[src/common/conv_regs_pkg.sv]
// shared constants and types for the converter status and first control register block
// assumes a 32-bit avalon-mm register bus and a 12-bit conversion result
package conv_regs_pkg;

  // ****************************************
  // register map
  // ****************************************
  localparam logic [3:0]  FLAGS_OFFSET        = 4'h0;
  localparam logic [3:0]  CONTROL_OFFSET      = 4'h4;
  localparam logic [31:0] FLAGS_RESET         = 32'h0000_0000;
  localparam logic [31:0] CONTROL_RESET       = 32'h0000_0000;
  localparam logic [31:0] CONTROL_WRITE_MASK  = 32'h0080_eb7f;
  localparam logic [3:0]  FULL_WORD_ENABLES   = 4'hf;

  // ****************************************
  // flag bit positions
  // ****************************************
  localparam int THRESHOLD_EVENT_BIT  = 0;
  localparam int CONV_END_BIT         = 1;
  localparam int CONV_START_BIT       = 4;

  // ****************************************
  // control field positions
  // ****************************************
  localparam int MON_CHANNEL_LSB      = 0;
  localparam int MON_CHANNEL_WIDTH    = 5;
  localparam int CONV_END_IRQ_EN_BIT  = 5;
  localparam int THRESHOLD_IRQ_EN_BIT = 6;
  localparam int SCAN_ENABLE_BIT      = 8;
  localparam int SINGLE_CHANNEL_BIT   = 9;
  localparam int DISCONT_ENABLE_BIT   = 11;
  localparam int GROUP_COUNT_LSB      = 13;
  localparam int GROUP_COUNT_WIDTH    = 3;
  localparam int THRESHOLD_MON_EN_BIT = 23;

  // ****************************************
  // channel numbering
  // ****************************************
  localparam int          RESULT_WIDTH        = 12;
  localparam int          RANK_WIDTH          = 4;
  localparam logic [4:0]  TEMP_SENSOR_CHANNEL = 5'h10;
  localparam logic [4:0]  INTERNAL_REF_CHANNEL = 5'h11;
  localparam logic [4:0]  HALF_BATTERY_CHANNEL = 5'h12;

  typedef enum logic [1:0] {
    SRC_EXTERNAL_PIN  = 2'b00,
    SRC_TEMP_SENSOR   = 2'b01,
    SRC_INTERNAL_REF  = 2'b10,
    SRC_HALF_BATTERY  = 2'b11
  } source_t;

  typedef enum logic [0:0] {
    SEQ_IDLE = 1'b0,
    SEQ_BUSY = 1'b1
  } seq_state_t;

endpackage

[src/core/conv_status_ctl.sv]
// converter status flags, first control register and routine sequencer
// assumes an avalon-mm master on sys_clk and a converter core on the same clock
// Operation
// [RL1] software accesses the flags register only by full 32-bit words
// [RL2] conversion start flag sets at sequence start, cleared only by writing 0
// [RL3] end flag sets when a routine sequence conversion completes
// [RL4] end flag clears on write of 0 or on a result data read
// [RL5] threshold event flag sets on out-of-window result, cleared by writing 0
// [RL6] discontinuous group holds group count field plus one channels per trigger
// [RL7] bit 11 turns discontinuous operation on or off
// [RL8] bit 8 turns scanning of the configured sequence on or off
// [RL9] bit 23 enables threshold comparison; off means no threshold events
// [RL10] bit 9 limits monitoring to one selected channel, else all channels
// [RL11] five-bit field selects monitored channel 0 to 18 by binary value
// [RL12] software never programs monitored channel codes above 18
// [RL13] bit 6 gates the threshold event flag onto the interrupt
// [RL14] bit 5 gates the end flag onto the interrupt
// [RL15] channels 16, 17, 18 route to temperature, reference, half battery
// [RL16] software writes reserved bits as zero
// [RL17] each discontinuous trigger converts the next group until the sequence ends
// [RL18] thresholds compare the raw result before alignment
// [RL19] threshold interrupt raised while its flag and enable are both set
// [RL20] interrupt stays high while any flag meets its enable, drops when cleared
`timescale 1ns/1ps

module conv_status_ctl #(
  parameter int RESULT_W = conv_regs_pkg::RESULT_WIDTH,
  parameter int RANK_W   = conv_regs_pkg::RANK_WIDTH
) (
  // clock and reset
  input  wire logic                   sys_clk,
  input  wire logic                   rst_n,
  // avalon-mm slave
  input  wire logic [3:0]             avs_address,
  input  wire logic                   avs_read,
  input  wire logic                   avs_write,
  input  wire logic [31:0]            avs_writedata,
  input  wire logic [3:0]             avs_byteenable,
  output logic      [31:0]            avs_readdata,
  output logic                        avs_waitrequest,
  // converter core
  input  wire logic                   trigger,
  input  wire logic                   conv_done,
  input  wire logic [RESULT_W-1:0]    conv_result,
  output logic                        conv_start,
  output logic      [4:0]             conv_channel,
  output conv_regs_pkg::source_t      source_sel,
  // sequence and threshold settings held elsewhere
  input  wire logic [RANK_W-1:0]      seq_last_rank,
  input  wire logic [4:0]             rank_channel,
  output logic      [RANK_W-1:0]      rank_index,
  input  wire logic [RESULT_W-1:0]    low_threshold,
  input  wire logic [RESULT_W-1:0]    high_threshold,
  // result data register read strobe
  input  wire logic                   data_read,
  // status
  output logic                        seq_busy,
  output logic                        irq
);

  // ****************************************
  // state
  // ****************************************
  logic [31:0]               control_reg;
  logic [31:0]               control_next;
  logic                      start_flag_reg;
  logic                      start_flag_next;
  logic                      end_flag_reg;
  logic                      end_flag_next;
  logic                      event_flag_reg;
  logic                      event_flag_next;
  logic                      wait_reg;
  logic                      wait_next;
  logic [31:0]               rdata_reg;
  logic [31:0]               rdata_next;
  logic                      irq_reg;
  logic                      irq_next;
  conv_regs_pkg::seq_state_t state_reg;
  conv_regs_pkg::seq_state_t state_next;
  logic [RANK_W-1:0]         rank_reg;
  logic [RANK_W-1:0]         rank_next;
  logic [2:0]                left_reg;
  logic [2:0]                left_next;
  logic                      start_reg;
  logic                      start_next;

  // ****************************************
  // control fields
  // ****************************************
  logic       scan_enable;
  logic       single_channel_monitor_select;
  logic       discontinuous_enable;
  logic       threshold_monitor_enable;
  logic       threshold_irq_enable;
  logic       conversion_end_irq_enable;
  logic [2:0] group_count_field;
  logic [4:0] monitored_channel_field;

  assign scan_enable                   = control_reg[conv_regs_pkg::SCAN_ENABLE_BIT]; // RL8
  assign single_channel_monitor_select = control_reg[conv_regs_pkg::SINGLE_CHANNEL_BIT];
  assign discontinuous_enable          = control_reg[conv_regs_pkg::DISCONT_ENABLE_BIT]; // RL7
  assign threshold_monitor_enable      = control_reg[conv_regs_pkg::THRESHOLD_MON_EN_BIT];
  assign threshold_irq_enable          = control_reg[conv_regs_pkg::THRESHOLD_IRQ_EN_BIT];
  assign conversion_end_irq_enable     = control_reg[conv_regs_pkg::CONV_END_IRQ_EN_BIT];
  assign group_count_field             = control_reg[conv_regs_pkg::GROUP_COUNT_LSB +:
                                                     conv_regs_pkg::GROUP_COUNT_WIDTH];
  assign monitored_channel_field       = control_reg[conv_regs_pkg::MON_CHANNEL_LSB +:
                                                     conv_regs_pkg::MON_CHANNEL_WIDTH]; // RL11

  // ****************************************
  // bus decode
  // ****************************************
  logic        bus_take;
  logic        wr_go;
  logic        wr_flags;
  logic        wr_control;
  logic [31:0] flags_view;
  logic [31:0] be_mask;

  always_comb begin
    bus_take   = (avs_read || avs_write) && wait_reg;
    wr_go      = avs_write && !wait_reg;
    wr_flags   = 1'b0;
    wr_control = 1'b0;
    if (wr_go && (avs_address == conv_regs_pkg::FLAGS_OFFSET)) begin
      // partial writes would clear flags they never meant to touch
      wr_flags = (avs_byteenable == conv_regs_pkg::FULL_WORD_ENABLES); // RL1
    end else if (wr_go && (avs_address == conv_regs_pkg::CONTROL_OFFSET)) begin
      wr_control = 1'b1;
    end
    be_mask = {{8{avs_byteenable[3]}}, {8{avs_byteenable[2]}},
               {8{avs_byteenable[1]}}, {8{avs_byteenable[0]}}};
    flags_view = conv_regs_pkg::FLAGS_RESET;
    flags_view[conv_regs_pkg::CONV_START_BIT]      = start_flag_reg;
    flags_view[conv_regs_pkg::CONV_END_BIT]        = end_flag_reg;
    flags_view[conv_regs_pkg::THRESHOLD_EVENT_BIT] = event_flag_reg;
  end

  // ****************************************
  // sequencer
  // ****************************************
  logic seq_begin;
  logic seq_finish;
  logic last_rank;

  always_comb begin
    state_next = state_reg;
    rank_next  = rank_reg;
    left_next  = left_reg;
    start_next = 1'b0;
    seq_begin  = 1'b0;
    seq_finish = 1'b0;
    last_rank  = (rank_reg == seq_last_rank) || !scan_enable;
    case (state_reg)
      conv_regs_pkg::SEQ_IDLE: begin
        if (trigger) begin
          state_next = conv_regs_pkg::SEQ_BUSY;
          start_next = 1'b1;
          seq_begin  = 1'b1;
          left_next  = group_count_field; // RL6
        end
      end
      conv_regs_pkg::SEQ_BUSY: begin
        if (conv_done) begin
          if (last_rank) begin
            seq_finish = 1'b1;
            rank_next  = '0;
            state_next = conv_regs_pkg::SEQ_IDLE;
          end else begin
            rank_next = rank_reg + 1'b1; // RL8
            if (discontinuous_enable && (left_reg == 3'h0)) begin
              // group done: wait for the next trigger, keep the rank
              state_next = conv_regs_pkg::SEQ_IDLE; // RL17
            end else begin
              start_next = 1'b1;
              left_next  = left_reg - 1'b1;
            end
          end
        end
      end
      default: begin
        state_next = conv_regs_pkg::SEQ_IDLE;
      end
    endcase
  end

  // ****************************************
  // threshold monitor and routing
  // ****************************************
  logic threshold_hit;

  threshold_monitor #(
    .WIDTH (RESULT_W)
  ) u_monitor (
    .sys_clk         (sys_clk),
    .rst_n           (rst_n),
    .valid           (conv_done && (state_reg == conv_regs_pkg::SEQ_BUSY)),
    .result          (conv_result),
    .channel         (conv_channel),
    .enable          (threshold_monitor_enable),
    .single          (single_channel_monitor_select),
    .watched_channel (monitored_channel_field),
    .low_limit       (low_threshold),
    .high_limit      (high_threshold),
    .event_pulse     (threshold_hit)
  );

  input_router u_router (
    .sys_clk     (sys_clk),
    .rst_n       (rst_n),
    .start       (start_next),
    .channel     (rank_channel),
    .source_sel  (source_sel),
    .channel_out (conv_channel)
  );

  // ****************************************
  // registers, flags and bus answer
  // ****************************************
  always_comb begin
    control_next    = control_reg;
    start_flag_next = start_flag_reg;
    end_flag_next   = end_flag_reg;
    event_flag_next = event_flag_reg;
    wait_next       = 1'b1;
    rdata_next      = rdata_reg;
    if (wr_control) begin
      control_next = ((control_reg & ~be_mask) | (avs_writedata & be_mask))
                     & conv_regs_pkg::CONTROL_WRITE_MASK;
    end
    if (wr_flags) begin
      // writing 1 leaves a flag alone, writing 0 clears it
      start_flag_next = start_flag_reg & avs_writedata[conv_regs_pkg::CONV_START_BIT]; // RL2
      end_flag_next   = end_flag_reg & avs_writedata[conv_regs_pkg::CONV_END_BIT]; // RL4
      event_flag_next = event_flag_reg
                        & avs_writedata[conv_regs_pkg::THRESHOLD_EVENT_BIT]; // RL5
    end
    if (data_read) begin
      end_flag_next = 1'b0; // RL4
    end
    // hardware sets win over any clear in the same cycle
    if (seq_begin) begin
      start_flag_next = 1'b1; // RL2
    end
    if (seq_finish) begin
      end_flag_next = 1'b1; // RL3
    end
    if (threshold_hit) begin
      event_flag_next = 1'b1; // RL5
    end
    if (bus_take) begin
      wait_next = 1'b0;
      if (avs_address == conv_regs_pkg::FLAGS_OFFSET) begin
        rdata_next = flags_view;
      end else if (avs_address == conv_regs_pkg::CONTROL_OFFSET) begin
        rdata_next = control_reg;
      end else begin
        rdata_next = 32'h0000_0000;
      end
    end
    irq_next = (event_flag_next && threshold_irq_enable) // RL13 RL19
               || (end_flag_next && conversion_end_irq_enable); // RL14 RL20
  end

  always_ff @(posedge sys_clk) begin
    if (!rst_n) begin
      control_reg    <= conv_regs_pkg::CONTROL_RESET;
      start_flag_reg <= 1'b0;
      end_flag_reg   <= 1'b0;
      event_flag_reg <= 1'b0;
      wait_reg       <= 1'b1;
      rdata_reg      <= 32'h0000_0000;
      irq_reg        <= 1'b0;
      state_reg      <= conv_regs_pkg::SEQ_IDLE;
      rank_reg       <= '0;
      left_reg       <= 3'h0;
      start_reg      <= 1'b0;
    end else begin
      control_reg    <= control_next;
      start_flag_reg <= start_flag_next;
      end_flag_reg   <= end_flag_next;
      event_flag_reg <= event_flag_next;
      wait_reg       <= wait_next;
      rdata_reg      <= rdata_next;
      irq_reg        <= irq_next;
      state_reg      <= state_next;
      rank_reg       <= rank_next;
      left_reg       <= left_next;
      start_reg      <= start_next;
    end
  end

  assign avs_readdata    = rdata_reg;
  assign avs_waitrequest = wait_reg;
  assign conv_start      = start_reg;
  assign rank_index      = rank_reg;
  assign seq_busy        = (state_reg == conv_regs_pkg::SEQ_BUSY);
  assign irq             = irq_reg;

endmodule

[src/core/input_router.sv]
// maps the channel about to be converted onto its analog source
// assumes channel and start come from logic on the same clock
`timescale 1ns/1ps

module input_router (
  // clock and reset
  input  wire logic                     sys_clk,
  input  wire logic                     rst_n,
  // request
  input  wire logic                     start,
  input  wire logic [4:0]               channel,
  // routed selection
  output conv_regs_pkg::source_t        source_sel,
  output logic      [4:0]               channel_out
);

  function automatic conv_regs_pkg::source_t route_of(input logic [4:0] ch);
    if (ch == conv_regs_pkg::TEMP_SENSOR_CHANNEL) begin
      return conv_regs_pkg::SRC_TEMP_SENSOR;
    end else if (ch == conv_regs_pkg::INTERNAL_REF_CHANNEL) begin
      return conv_regs_pkg::SRC_INTERNAL_REF;
    end else if (ch == conv_regs_pkg::HALF_BATTERY_CHANNEL) begin
      return conv_regs_pkg::SRC_HALF_BATTERY;
    end else begin
      return conv_regs_pkg::SRC_EXTERNAL_PIN;
    end
  endfunction

  conv_regs_pkg::source_t source_reg;
  conv_regs_pkg::source_t source_next;
  logic [4:0]             channel_reg;
  logic [4:0]             channel_next;

  always_comb begin
    source_next  = source_reg;
    channel_next = channel_reg;
    if (start) begin
      source_next  = route_of(channel); // RL15
      channel_next = channel;
    end
  end

  always_ff @(posedge sys_clk) begin
    if (!rst_n) begin
      source_reg  <= conv_regs_pkg::SRC_EXTERNAL_PIN;
      channel_reg <= 5'h00;
    end else begin
      source_reg  <= source_next;
      channel_reg <= channel_next;
    end
  end

  assign source_sel  = source_reg;
  assign channel_out = channel_reg;

endmodule

[src/core/threshold_monitor.sv]
// compares each finished raw result against the low and high thresholds
// assumes result is the unaligned converter value, valid for one cycle
`timescale 1ns/1ps

module threshold_monitor #(
  parameter int WIDTH = conv_regs_pkg::RESULT_WIDTH
) (
  // clock and reset
  input  wire logic             sys_clk,
  input  wire logic             rst_n,
  // finished conversion
  input  wire logic             valid,
  input  wire logic [WIDTH-1:0] result,
  input  wire logic [4:0]       channel,
  // settings
  input  wire logic             enable,
  input  wire logic             single,
  input  wire logic [4:0]       watched_channel,
  input  wire logic [WIDTH-1:0] low_limit,
  input  wire logic [WIDTH-1:0] high_limit,
  // one-cycle event
  output logic                  event_pulse
);

  logic event_reg;
  logic event_next;
  logic in_scope;
  logic outside;

  always_comb begin
    in_scope   = !single || (channel == watched_channel); // RL10
    outside    = (result < low_limit) || (result > high_limit); // RL18
    event_next = valid && enable && in_scope && outside; // RL9
  end

  always_ff @(posedge sys_clk) begin
    if (!rst_n) begin
      event_reg <= 1'b0;
    end else begin
      event_reg <= event_next;
    end
  end

  assign event_pulse = event_reg;

endmodule

[config.mk]
export PLATFORM = sky130hd
export DESIGN_NAME = conv_status_ctl
export DESIGN_NICKNAME = d
export VERILOG_FILES = /design/src/common/conv_regs_pkg.sv /design/src/core/conv_status_ctl.sv /design/src/core/input_router.sv /design/src/core/threshold_monitor.sv
export SDC_FILE = /design/constraint.sdc
export NUM_CORES = 1
export LEC_CHECK = 0
export BUFFER_PORTS_ARGS = -buffer_cell sky130_fd_sc_hd__buf_2
export CELL_PAD_IN_SITES_DETAIL_PLACEMENT = 1
export CELL_PAD_IN_SITES_GLOBAL_PLACEMENT = 2
export CORE_ASPECT_RATIO = 0.9
export CORE_MARGIN = 4
export CORE_UTILIZATION = 28
export CTS_CLUSTER_SIZE = 14
export DETAILED_ROUTE_END_ITERATION = 8
export MAX_ROUTING_LAYER = met4
export PLACE_DENSITY = 0.85
export SYNTH_ARGS = -nofsm -noshare
export SYNTH_HDL_FRONTEND = slang
export SYNTH_SLANG_ARGS = --single-unit
[constraint.sdc]
create_clock -name sys_clk -period 2.6 [get_ports sys_clk]
set_input_delay 0.26 -clock sys_clk [delete_from_list [all_inputs] [get_ports sys_clk]]
set_output_delay 0.26 -clock sys_clk [all_outputs]
set_load 0.02 [all_outputs]
Word-level counts from Yosys, hierarchy flattened
Index checks and enable logic that the tools add are counted.
{"block": "word_totals", "wordCells": 94, "output_inout_bits": 47, "ff_bits": 68}
{"block": "op_classes", "muxes": 33, "n_eq_ne": 11, "add_sub_neg": 2, "order_cmp": 2, "bitwise_logic": 8, "n_reduce_logical": 24}
{"op": "AND 24 bit", "count": 2}
{"op": "2-to-1 mux 24 bit", "count": 2}
{"op": "NOT 24 bit", "count": 1}
{"op": "OR 24 bit", "count": 1}
{"op": "2-to-1 mux 1 bit", "count": 20}
{"op": "equality test 5 bit (second input constant)", "count": 3}
{"op": "greater-than comparator 12 bit", "count": 1}
{"op": "< comparator 12 bit", "count": 1}
{"op": "2-to-1 mux 3 bit", "count": 4}
{"op": "logical AND 1 bit", "count": 11}
{"op": "inequality test 2 bit (second input constant)", "count": 4}
{"op": "2-to-1 mux 2 bit", "count": 3}
{"op": "one-hot mux 3 bit (2 select lines)", "count": 1}
{"op": "equality test 5 bit", "count": 1}
{"op": "logical OR 1 bit", "count": 5}
{"op": "adder 4 x 1 -> 4 bit (second input constant)", "count": 1}
{"op": "equality test 4 x 3 -> 1 bit (second input constant)", "count": 1}
{"op": "equality test 4 bit", "count": 1}
{"op": "equality test 4 bit (second input constant)", "count": 1}
{"op": "zero test 4 bit", "count": 1}
{"op": "2-to-1 mux 4 bit", "count": 1}
{"op": "one-hot mux 1 bit (2 select lines)", "count": 2}
{"op": "AND reduction 4 bit", "count": 1}
{"op": "AND 1 bit", "count": 3}
{"op": "6 further kinds", "count": 8}

Longest topological paths before layout
Gate-level depths: netlist (run 1).
{"block": "depth", "ltp_word": 9, "depth_mapped": 8, "depth_no_buf": 7}

Hierarchy
Synthesis (run 1) repeated with hierarchy kept, for this count alone.
{"block": "hier_totals", "hier_cells": 327, "hier_area_um2": 2901.5}
{"module": "conv_status_ctl", "n_inst": 1, "area_per_inst_um2": 1940.6, "cells_each": 209}
{"module": "threshold_monitor", "n_inst": 1, "area_per_inst_um2": 659.4, "cells_each": 92}
{"module": "input_router", "n_inst": 1, "area_per_inst_um2": 301.5, "cells_each": 26}

Least setup slack after synthesis (run 1)
No wires, ideal clock.
{"block": "synth_path", "path_kind": "reg-to-reg", "start": "reg rank_reg[0], in the netlist rank_index[0]", "end": "reg left_reg[0]", "period_less_slack_ns": 1.816, "arrival_ns": 1.696, "path_stages_with_launch": 7, "setup_slack_ns": 0.784, "setup_time_ns": 0.120, "path_buffers": 1, "path_cell_list": "dfxtp_1 > xor2_1 > o41ai_4 > o31ai_4 > buf_6 > nor2_2 > o31a_1"}
{"block": "synth_between", "elab_chain_cells": 4}
{"element": "start, declared", "line_no": "conv_status_ctl.sv:80", "text": "logic [RANK_W-1:0] rank_reg;"}
{"element": "start signal, assigned", "line_no": "conv_status_ctl.sv:287", "text": "rank_reg <= rank_next;"}
{"element": "equality test 4 bit", "line_no": "conv_status_ctl.sv:153", "text": "last_rank = (rank_reg == seq_last_rank) || !scan_enable;"}
{"element": "logical OR 1 bit", "line_no": "conv_status_ctl.sv:153"}
{"element": "inequality test 2 bit (no source line)"}
{"element": "AND reduction 4 bit (no source line)"}
{"element": "end signal, assigned", "line_no": "conv_status_ctl.sv:288", "text": "left_reg <= left_next;"}
{"element": "end, declared", "line_no": "conv_status_ctl.sv:82", "text": "logic [2:0] left_reg;"}
No other way between the ends.
A chain may end at the register's enable or synchronous reset.

Worst setup path in the final report (run 1)
Same ends and word-level chain as after synthesis.

==> flow_summary.json, run 1 <==
{
  "detail-route-antenna-nets": 0,
  "drive_above_1_share_pct": 27.5,
  "synthArstFlopShare_pct": 0,
  "clock_latency_ns": 0.29,
  "whs_ns": 0.188,
  "mostFrequentLayoutCell": "buf_2",
  "final_cell_mix": "102 x buf_2, 50 x dfxtp_1, 33 x nand2_1, 27 x inv_1, 26 x ha_1",
  "fin_crit_ns": 2.03,
  "cts.path.max_buffers": 2,
  "yosys-top-cells-area": "dfxtp_1 34%, ha_1 11%, nor2b_1 5.4%, buf_4 4.6%, nand2_1 4.3%",
  "cp.depth": 5,
  "seq_area_frac_synth_pct": 34.3,
  "worst-setup-path-type": "flip-flop to flip-flop",
  "die_w_um": 116,
  "fp-row-count": 35,
  "yosysWarnings": 0,
  "cts_resized": 0,
  "drc": 0,
  "cts_root_buf": "clkbuf_16",
  "coreArea_um2": 10200,
  "power_density_nw_per_um2": 480,
  "crit_family": "compound AO/OA/AOI/OAI gates",
  "slowest_delay_ns": 0.70,
  "finalWeightedCongestion": 0.775,
  "reg2reg_slack_ns": 0.57,
  "crit_chain": "xor2_1, o41ai_4, o31ai_4, nor2_2, o31a_1",
  "path_max_fanout": 13,
  "synth_ff_type": "dfxtp_1",
  "cts_tree": "done",
  "hold_depth": 2,
  "htreeDepth": 2,
  "post_cts_buffers": 0,
  "start_kind": "flip-flop",
  "tightestPinTransition_ns": 0.764,
  "peakVddDrop_mv": 0.269,
  "ys_ff_latch": 50,
  "critPathCaptureType": "flip-flop",
  "vias": 2613,
  "top_level_ports": 139,
  "areaGrowthSynthToFinish_pct": 23.2,
  "grt_max_degree": 34,
  "relSlewSlack_pct": 49.1,
  "tns_ns": 0,
  "worstPathRequired_ns": 2.78,
  "startpoint": "rank_index[0]",
  "wl_per_cell_um": 14.8,
  "grt_pass1_vias": 2822,
  "syn_inst": 334,
  "synth_top_area_share_pct": 34.3,
  "r2r_start": "rank_index[0]",
  "hpwl_um": 6800,
  "skew_ns": 0.00572,
  "synth_cell_types": 45,
  "p_leak_nw": 1.69,
  "report.final.hold_viol_count": 0,
  "rsz0062_at_grt": "false",
  "path_clk_slew_ns": 0.07,
  "slowest_stage": "o31ai_4",
  "gr-total-overflow": 0,
  "setup_viol": 0,
  "nNetsFinal": 549,
  "fillers": 1258,
  "reg2regPathDepth": 5,
  "synth.avg_cell_area_um2": 8.72,
  "io_buffers": 102,
  "antenna_cells": 0,
  "hold_path.class": "input port to flip-flop",
  "cts_buffers": 5,
  "synth_area_um2": 2910,
  "finalPower_mw": 1.72,
  "arrival_ns": 2.21,
  "via_per_inst": 4.66,
  "firstDrtPassIters": 4,
  "fmaxAchievable_ghz": 0.492,
  "cap_violations": 0,
  "period_share_pct": 78.2,
  "final_max_slew_viol_count": 0,
  "initial_utilization_pct": 28.6,
  "cts_hold_buf": 0,
  "critPathBufInv": 0,
  "wl_um": 8290,
  "antenna_found_initial": 0,
  "fp.dieH_um": 105,
  "grt_usage_pct": 14.1,
  "status": "finished, final reports clean",
  "dieArea_um2": 12100,
  "drtIter0Drc": 84,
  "grt_pass1_wl_um": 13300,
  "cts_num_sinks": 50,
  "hold_start": "avs_read",
  "synth_edf_count": 0,
  "synth_area_leader_cell": "dfxtp_1"
}
synth_stat cells (3+ instances only):
cell / n
nor2_1: 8
nor2b_1: 25
xnor2_1: 3
dfxtp_1: 50
o21ai_0: 11
nand3_1: 17
nor3_1: 5
ha_1: 26
and2_1: 3
xor2_1: 10
o211ai_1: 3
a21boi_0: 16
mux2i_1: 6
buf_4: 18
mux2_2: 3
nand4_1: 6
a22oi_1: 14
nand2_1: 33
clkbuf_1: 11
inv_1: 27
a21oi_1: 13
report_power, final:
part | total, mW | switching [mW] | internal (mW) | leakage (nW)
Clock | 0.635 | 0.278 | 0.357 | 0.0708
Sequential | 0.794 | 0.0143 | 0.780 | 0.405
Combinational | 0.292 | 0.170 | 0.123 | 1.22
area by class of cell:
class	instances	area [um2]	share of cell area, %
clock inverter	2	13.8	0.383
tap	129	161	4.50
multi-input combinational	242	1650	46.0
inverter	27	101	2.82
clock buffer	6	129	3.59
sequential	50	1000	27.9
timing repair buffer	105	533	14.8
per-stage QoR:
step                cell area, um2  util, %  worst slack [ns]  cells
CTS                           3590     35.2             0.556    561
global route                  3590     35.2             0.422    561
floorplan                     2980        -             0.784    351
detailed placement            3450     33.8             0.593    553
finish                        3590     35.2             0.568    561
global placement              3450     33.8             0.657    553
routing by layer:
metal	track usage, %	part of all wire, %	vias up	wire length, um
li1	-	-	1302	-
met1	17.2	43	1241	3600
met2	24.7	51	64	4230
met3	2.20	4.6	6	385
met4	2.51	0.94	0	78
met5	-	0	-	0
final timing paths:
path,endpoint
min,avs_waitrequest
min reg2reg,avs_waitrequest
max reg2reg,left_reg[0]
max,left_reg[0]
kinds of logic after synthesis:
kind of cell	after synthesis	share of synthesized area (%)
AND/OR/NAND/NOR	107	18.9
AO/OA/AOI/OAI	69	17.1
buffers and inverters	59	11.2
flip-flops	50	34.3
adder cells (fa/ha/maj)	26	11.2
XOR/XNOR	13	3.91
multiplexers	9	3.22
other	1	0.129
(Power assumes the default switching activity.)
==> inputs of run 2 (changes only) <==
--- a/config.mk
+++ b/config.mk
@@ -10,11 +10,11 @@
 export CELL_PAD_IN_SITES_GLOBAL_PLACEMENT = 2
 export CORE_ASPECT_RATIO = 0.9
 export CORE_MARGIN = 4
-export CORE_UTILIZATION = 28
+export CORE_UTILIZATION = 26
 export CTS_CLUSTER_SIZE = 14
 export DETAILED_ROUTE_END_ITERATION = 8
 export MAX_ROUTING_LAYER = met4
-export PLACE_DENSITY = 0.85
+export PLACE_DENSITY = 0.8
 export SYNTH_ARGS = -nofsm -noshare
 export SYNTH_HDL_FRONTEND = slang
 export SYNTH_SLANG_ARGS = --single-unit
==> constraint.sdc (replaced) <==
create_clock -name sys_clk -period 1.95 [get_ports sys_clk]
set_input_delay 0.195 -clock sys_clk [delete_from_list [all_inputs] [get_ports sys_clk]]
set_output_delay 0.195 -clock sys_clk [all_outputs]
set_load 0.02 [all_outputs]
==> flow_summary.json, run 2 (synthesis gave the netlist of run 1 again) <==
{
  "status": "finished, final reports clean",
  "detail-route-antenna-nets": 0,
  "hold_depth": 2,
  "reg2regPathDepth": 6,
  "wl_per_cell_um": 14.8,
  "post-place-ws_ns": 0.142,
  "r2r_start": "rank_index[2]",
  "p_switching_uw": 629,
  "via_per_inst": 4.46,
  "path_clk_slew_ns": 0.07,
  "finalPower_mw": 2.45,
  "tns_ns": 0,
  "post-route-util_pct": 34.0,
  "cts_resized": 0,
  "htreeDepth": 2,
  "arrival_ns": 2.00,
  "cts_hold_buf": 0,
  "fmaxAchievable_ghz": 0.549,
  "wl_um": 8750,
  "final_max_slew_viol_count": 0,
  "hpwl_um": 7360,
  "p_sw_share_pct": 25.7,
  "dp_cells": 585,
  "initial_utilization_pct": 26.7,
  "pwr-share-clk_pct": 40.3,
  "worstPathRequired_ns": 2.13,
  "power_density_nw_per_um2": 661,
  "dieArea_um2": 13000,
  "grt_pass1_vias": 2768,
  "die_w_um": 120,
  "report.final.hold_viol_count": 0,
  "areaGrowthSynthToFinish_pct": 27.2,
  "setup_viol": 0,
  "post_cts_buffers": 0,
  "skew_ns": 0.00907,
  "fp-row-count": 36,
  "cts_buffers": 5,
  "fp.dieH_um": 108,
  "slowest_stage": "dfxtp_1",
  "drtIter0Drc": 83,
  "post_layout_nonfiller_instances": 593,
  "postPlaceCellArea_um2": 3540,
  "rr_endpoint": "u_router.channel_out[4]",
  "fin_crit_ns": 1.82,
  "grt_max_degree": 36,
  "path_max_fanout": 10,
  "cap_violations": 0,
  "drc": 0,
  "clock_latency_ns": 0.29,
  "fin_ws_ns": 0.128,
  "cts_tree": "done",
  "start_kind": "flip-flop",
  "gr-total-overflow": 0,
  "pwr-share-seq_pct": 43.0,
  "internal_power_mw": 1.82,
  "drive_above_1_share_pct": 28.8,
  "worst-setup-path-type": "flip-flop to flip-flop",
  "whs_endpoint": "avs_waitrequest",
  "critPathBufInv": 1,
  "peakVddDrop_mv": 0.277,
  "antenna_found_initial": 0,
  "critPathCaptureType": "flip-flop",
  "nNetsFinal": 558,
  "mostFrequentLayoutCell": "buf_2",
  "pwr-share-comb_pct": 16.7,
  "top_level_ports": 139,
  "finalWeightedCongestion": 0.805,
  "hold_start": "avs_read",
  "crit_chain": "xor2_1, o41ai_4, o31ai_4, buf_4, mux2i_1, nor2b_1",
  "finalInstanceArea_um2": 3710,
  "crit_family": "compound AO/OA/AOI/OAI gates",
  "rsz0062_at_grt": "false",
  "io_buffers": 102,
  "grt_pass1_wl_um": 13800,
  "slowest_delay_ns": 0.41,
  "firstDrtPassIters": 4,
  "antenna_cells": 0,
  "p_leak_nw": 1.75,
  "cts_num_sinks": 50,
  "coreArea_um2": 10900,
  "reg2reg_slack_ns": 0.13,
  "cts_root_buf": "clkbuf_16",
  "period_share_pct": 93.5,
  "final_cell_mix": "102 x buf_2, 50 x dfxtp_1, 33 x nand2_1, 27 x inv_1, 26 x ha_1",
  "vias": 2643,
  "whs_ns": 0.126,
  "grt_usage_pct": 13.7,
  "hold_path.class": "input port to flip-flop",
  "cts.path.max_buffers": 2
}
[run 2: cell count changes in the layout (fill, tap and decap cells not counted)]
cell | previous run | this run
clkinv_4 | 1 | 0
clkinv_2 | 1 | 0
clkbuf_1 | 1 | 2
buf_4 | 3 | 12
bufinv_16 | 0 | 1
[run 2: cell type report]
class | count | area [um2]
sequential | 50 | 1000
inverter | 27 | 101
multi-input combinational | 242 | 1650
clock buffer | 7 | 133
fill | 1352 | 7190
clock inverter | 1 | 30.0
timing repair buffer | 114 | 601
tap | 152 | 190
[run 2: worst max-delay path by stage]
stage | startpoint | cells past startpoint | slack, ns | endpoint
4_1_cts | rank_index[2] | 6 | 0.12 | u_router.channel_out[4]
3_5_place_dp | rank_index[2] | 6 | 0.14 | u_router.channel_out[4]
6_report | rank_index[2] | 6 | 0.13 | u_router.channel_out[4]
3_3_place_gp | rank_index[2] | 6 | 0.19 | u_router.channel_out[1]
2_1_floorplan | rank_index[0] | 6 | 0.13 | left_reg[0]
5_1_grt | rank_index[2] | 6 | 0.004 | u_router.channel_out[3]
[run 2: metal layers]
layer | vias up | wire [um] | global-route usage (%)
li1 | 1325 | - | -
met1 | 1255 | 3850 | 16.9
met2 | 56 | 4380 | 23.6
met3 | 7 | 438 | 2.67
met4 | 0 | 91 | 2.70
met5 | - | 0 | -
[run 2: power groups by stage]
| stage | combinational [mW] | sequential (mW) | clock, mW |
|---|---|---|---|
| after floorplan | 0.262 | 1.09 | 0 |
| after global placement | 0.397 | 1.08 | 0 |
| after detailed placement | 0.412 | 1.08 | 0 |
| after CTS | 0.414 | 1.05 | 0.995 |
| after global routing | 0.460 | 1.06 | 1.06 |
| final | 0.408 | 1.05 | 0.986 |
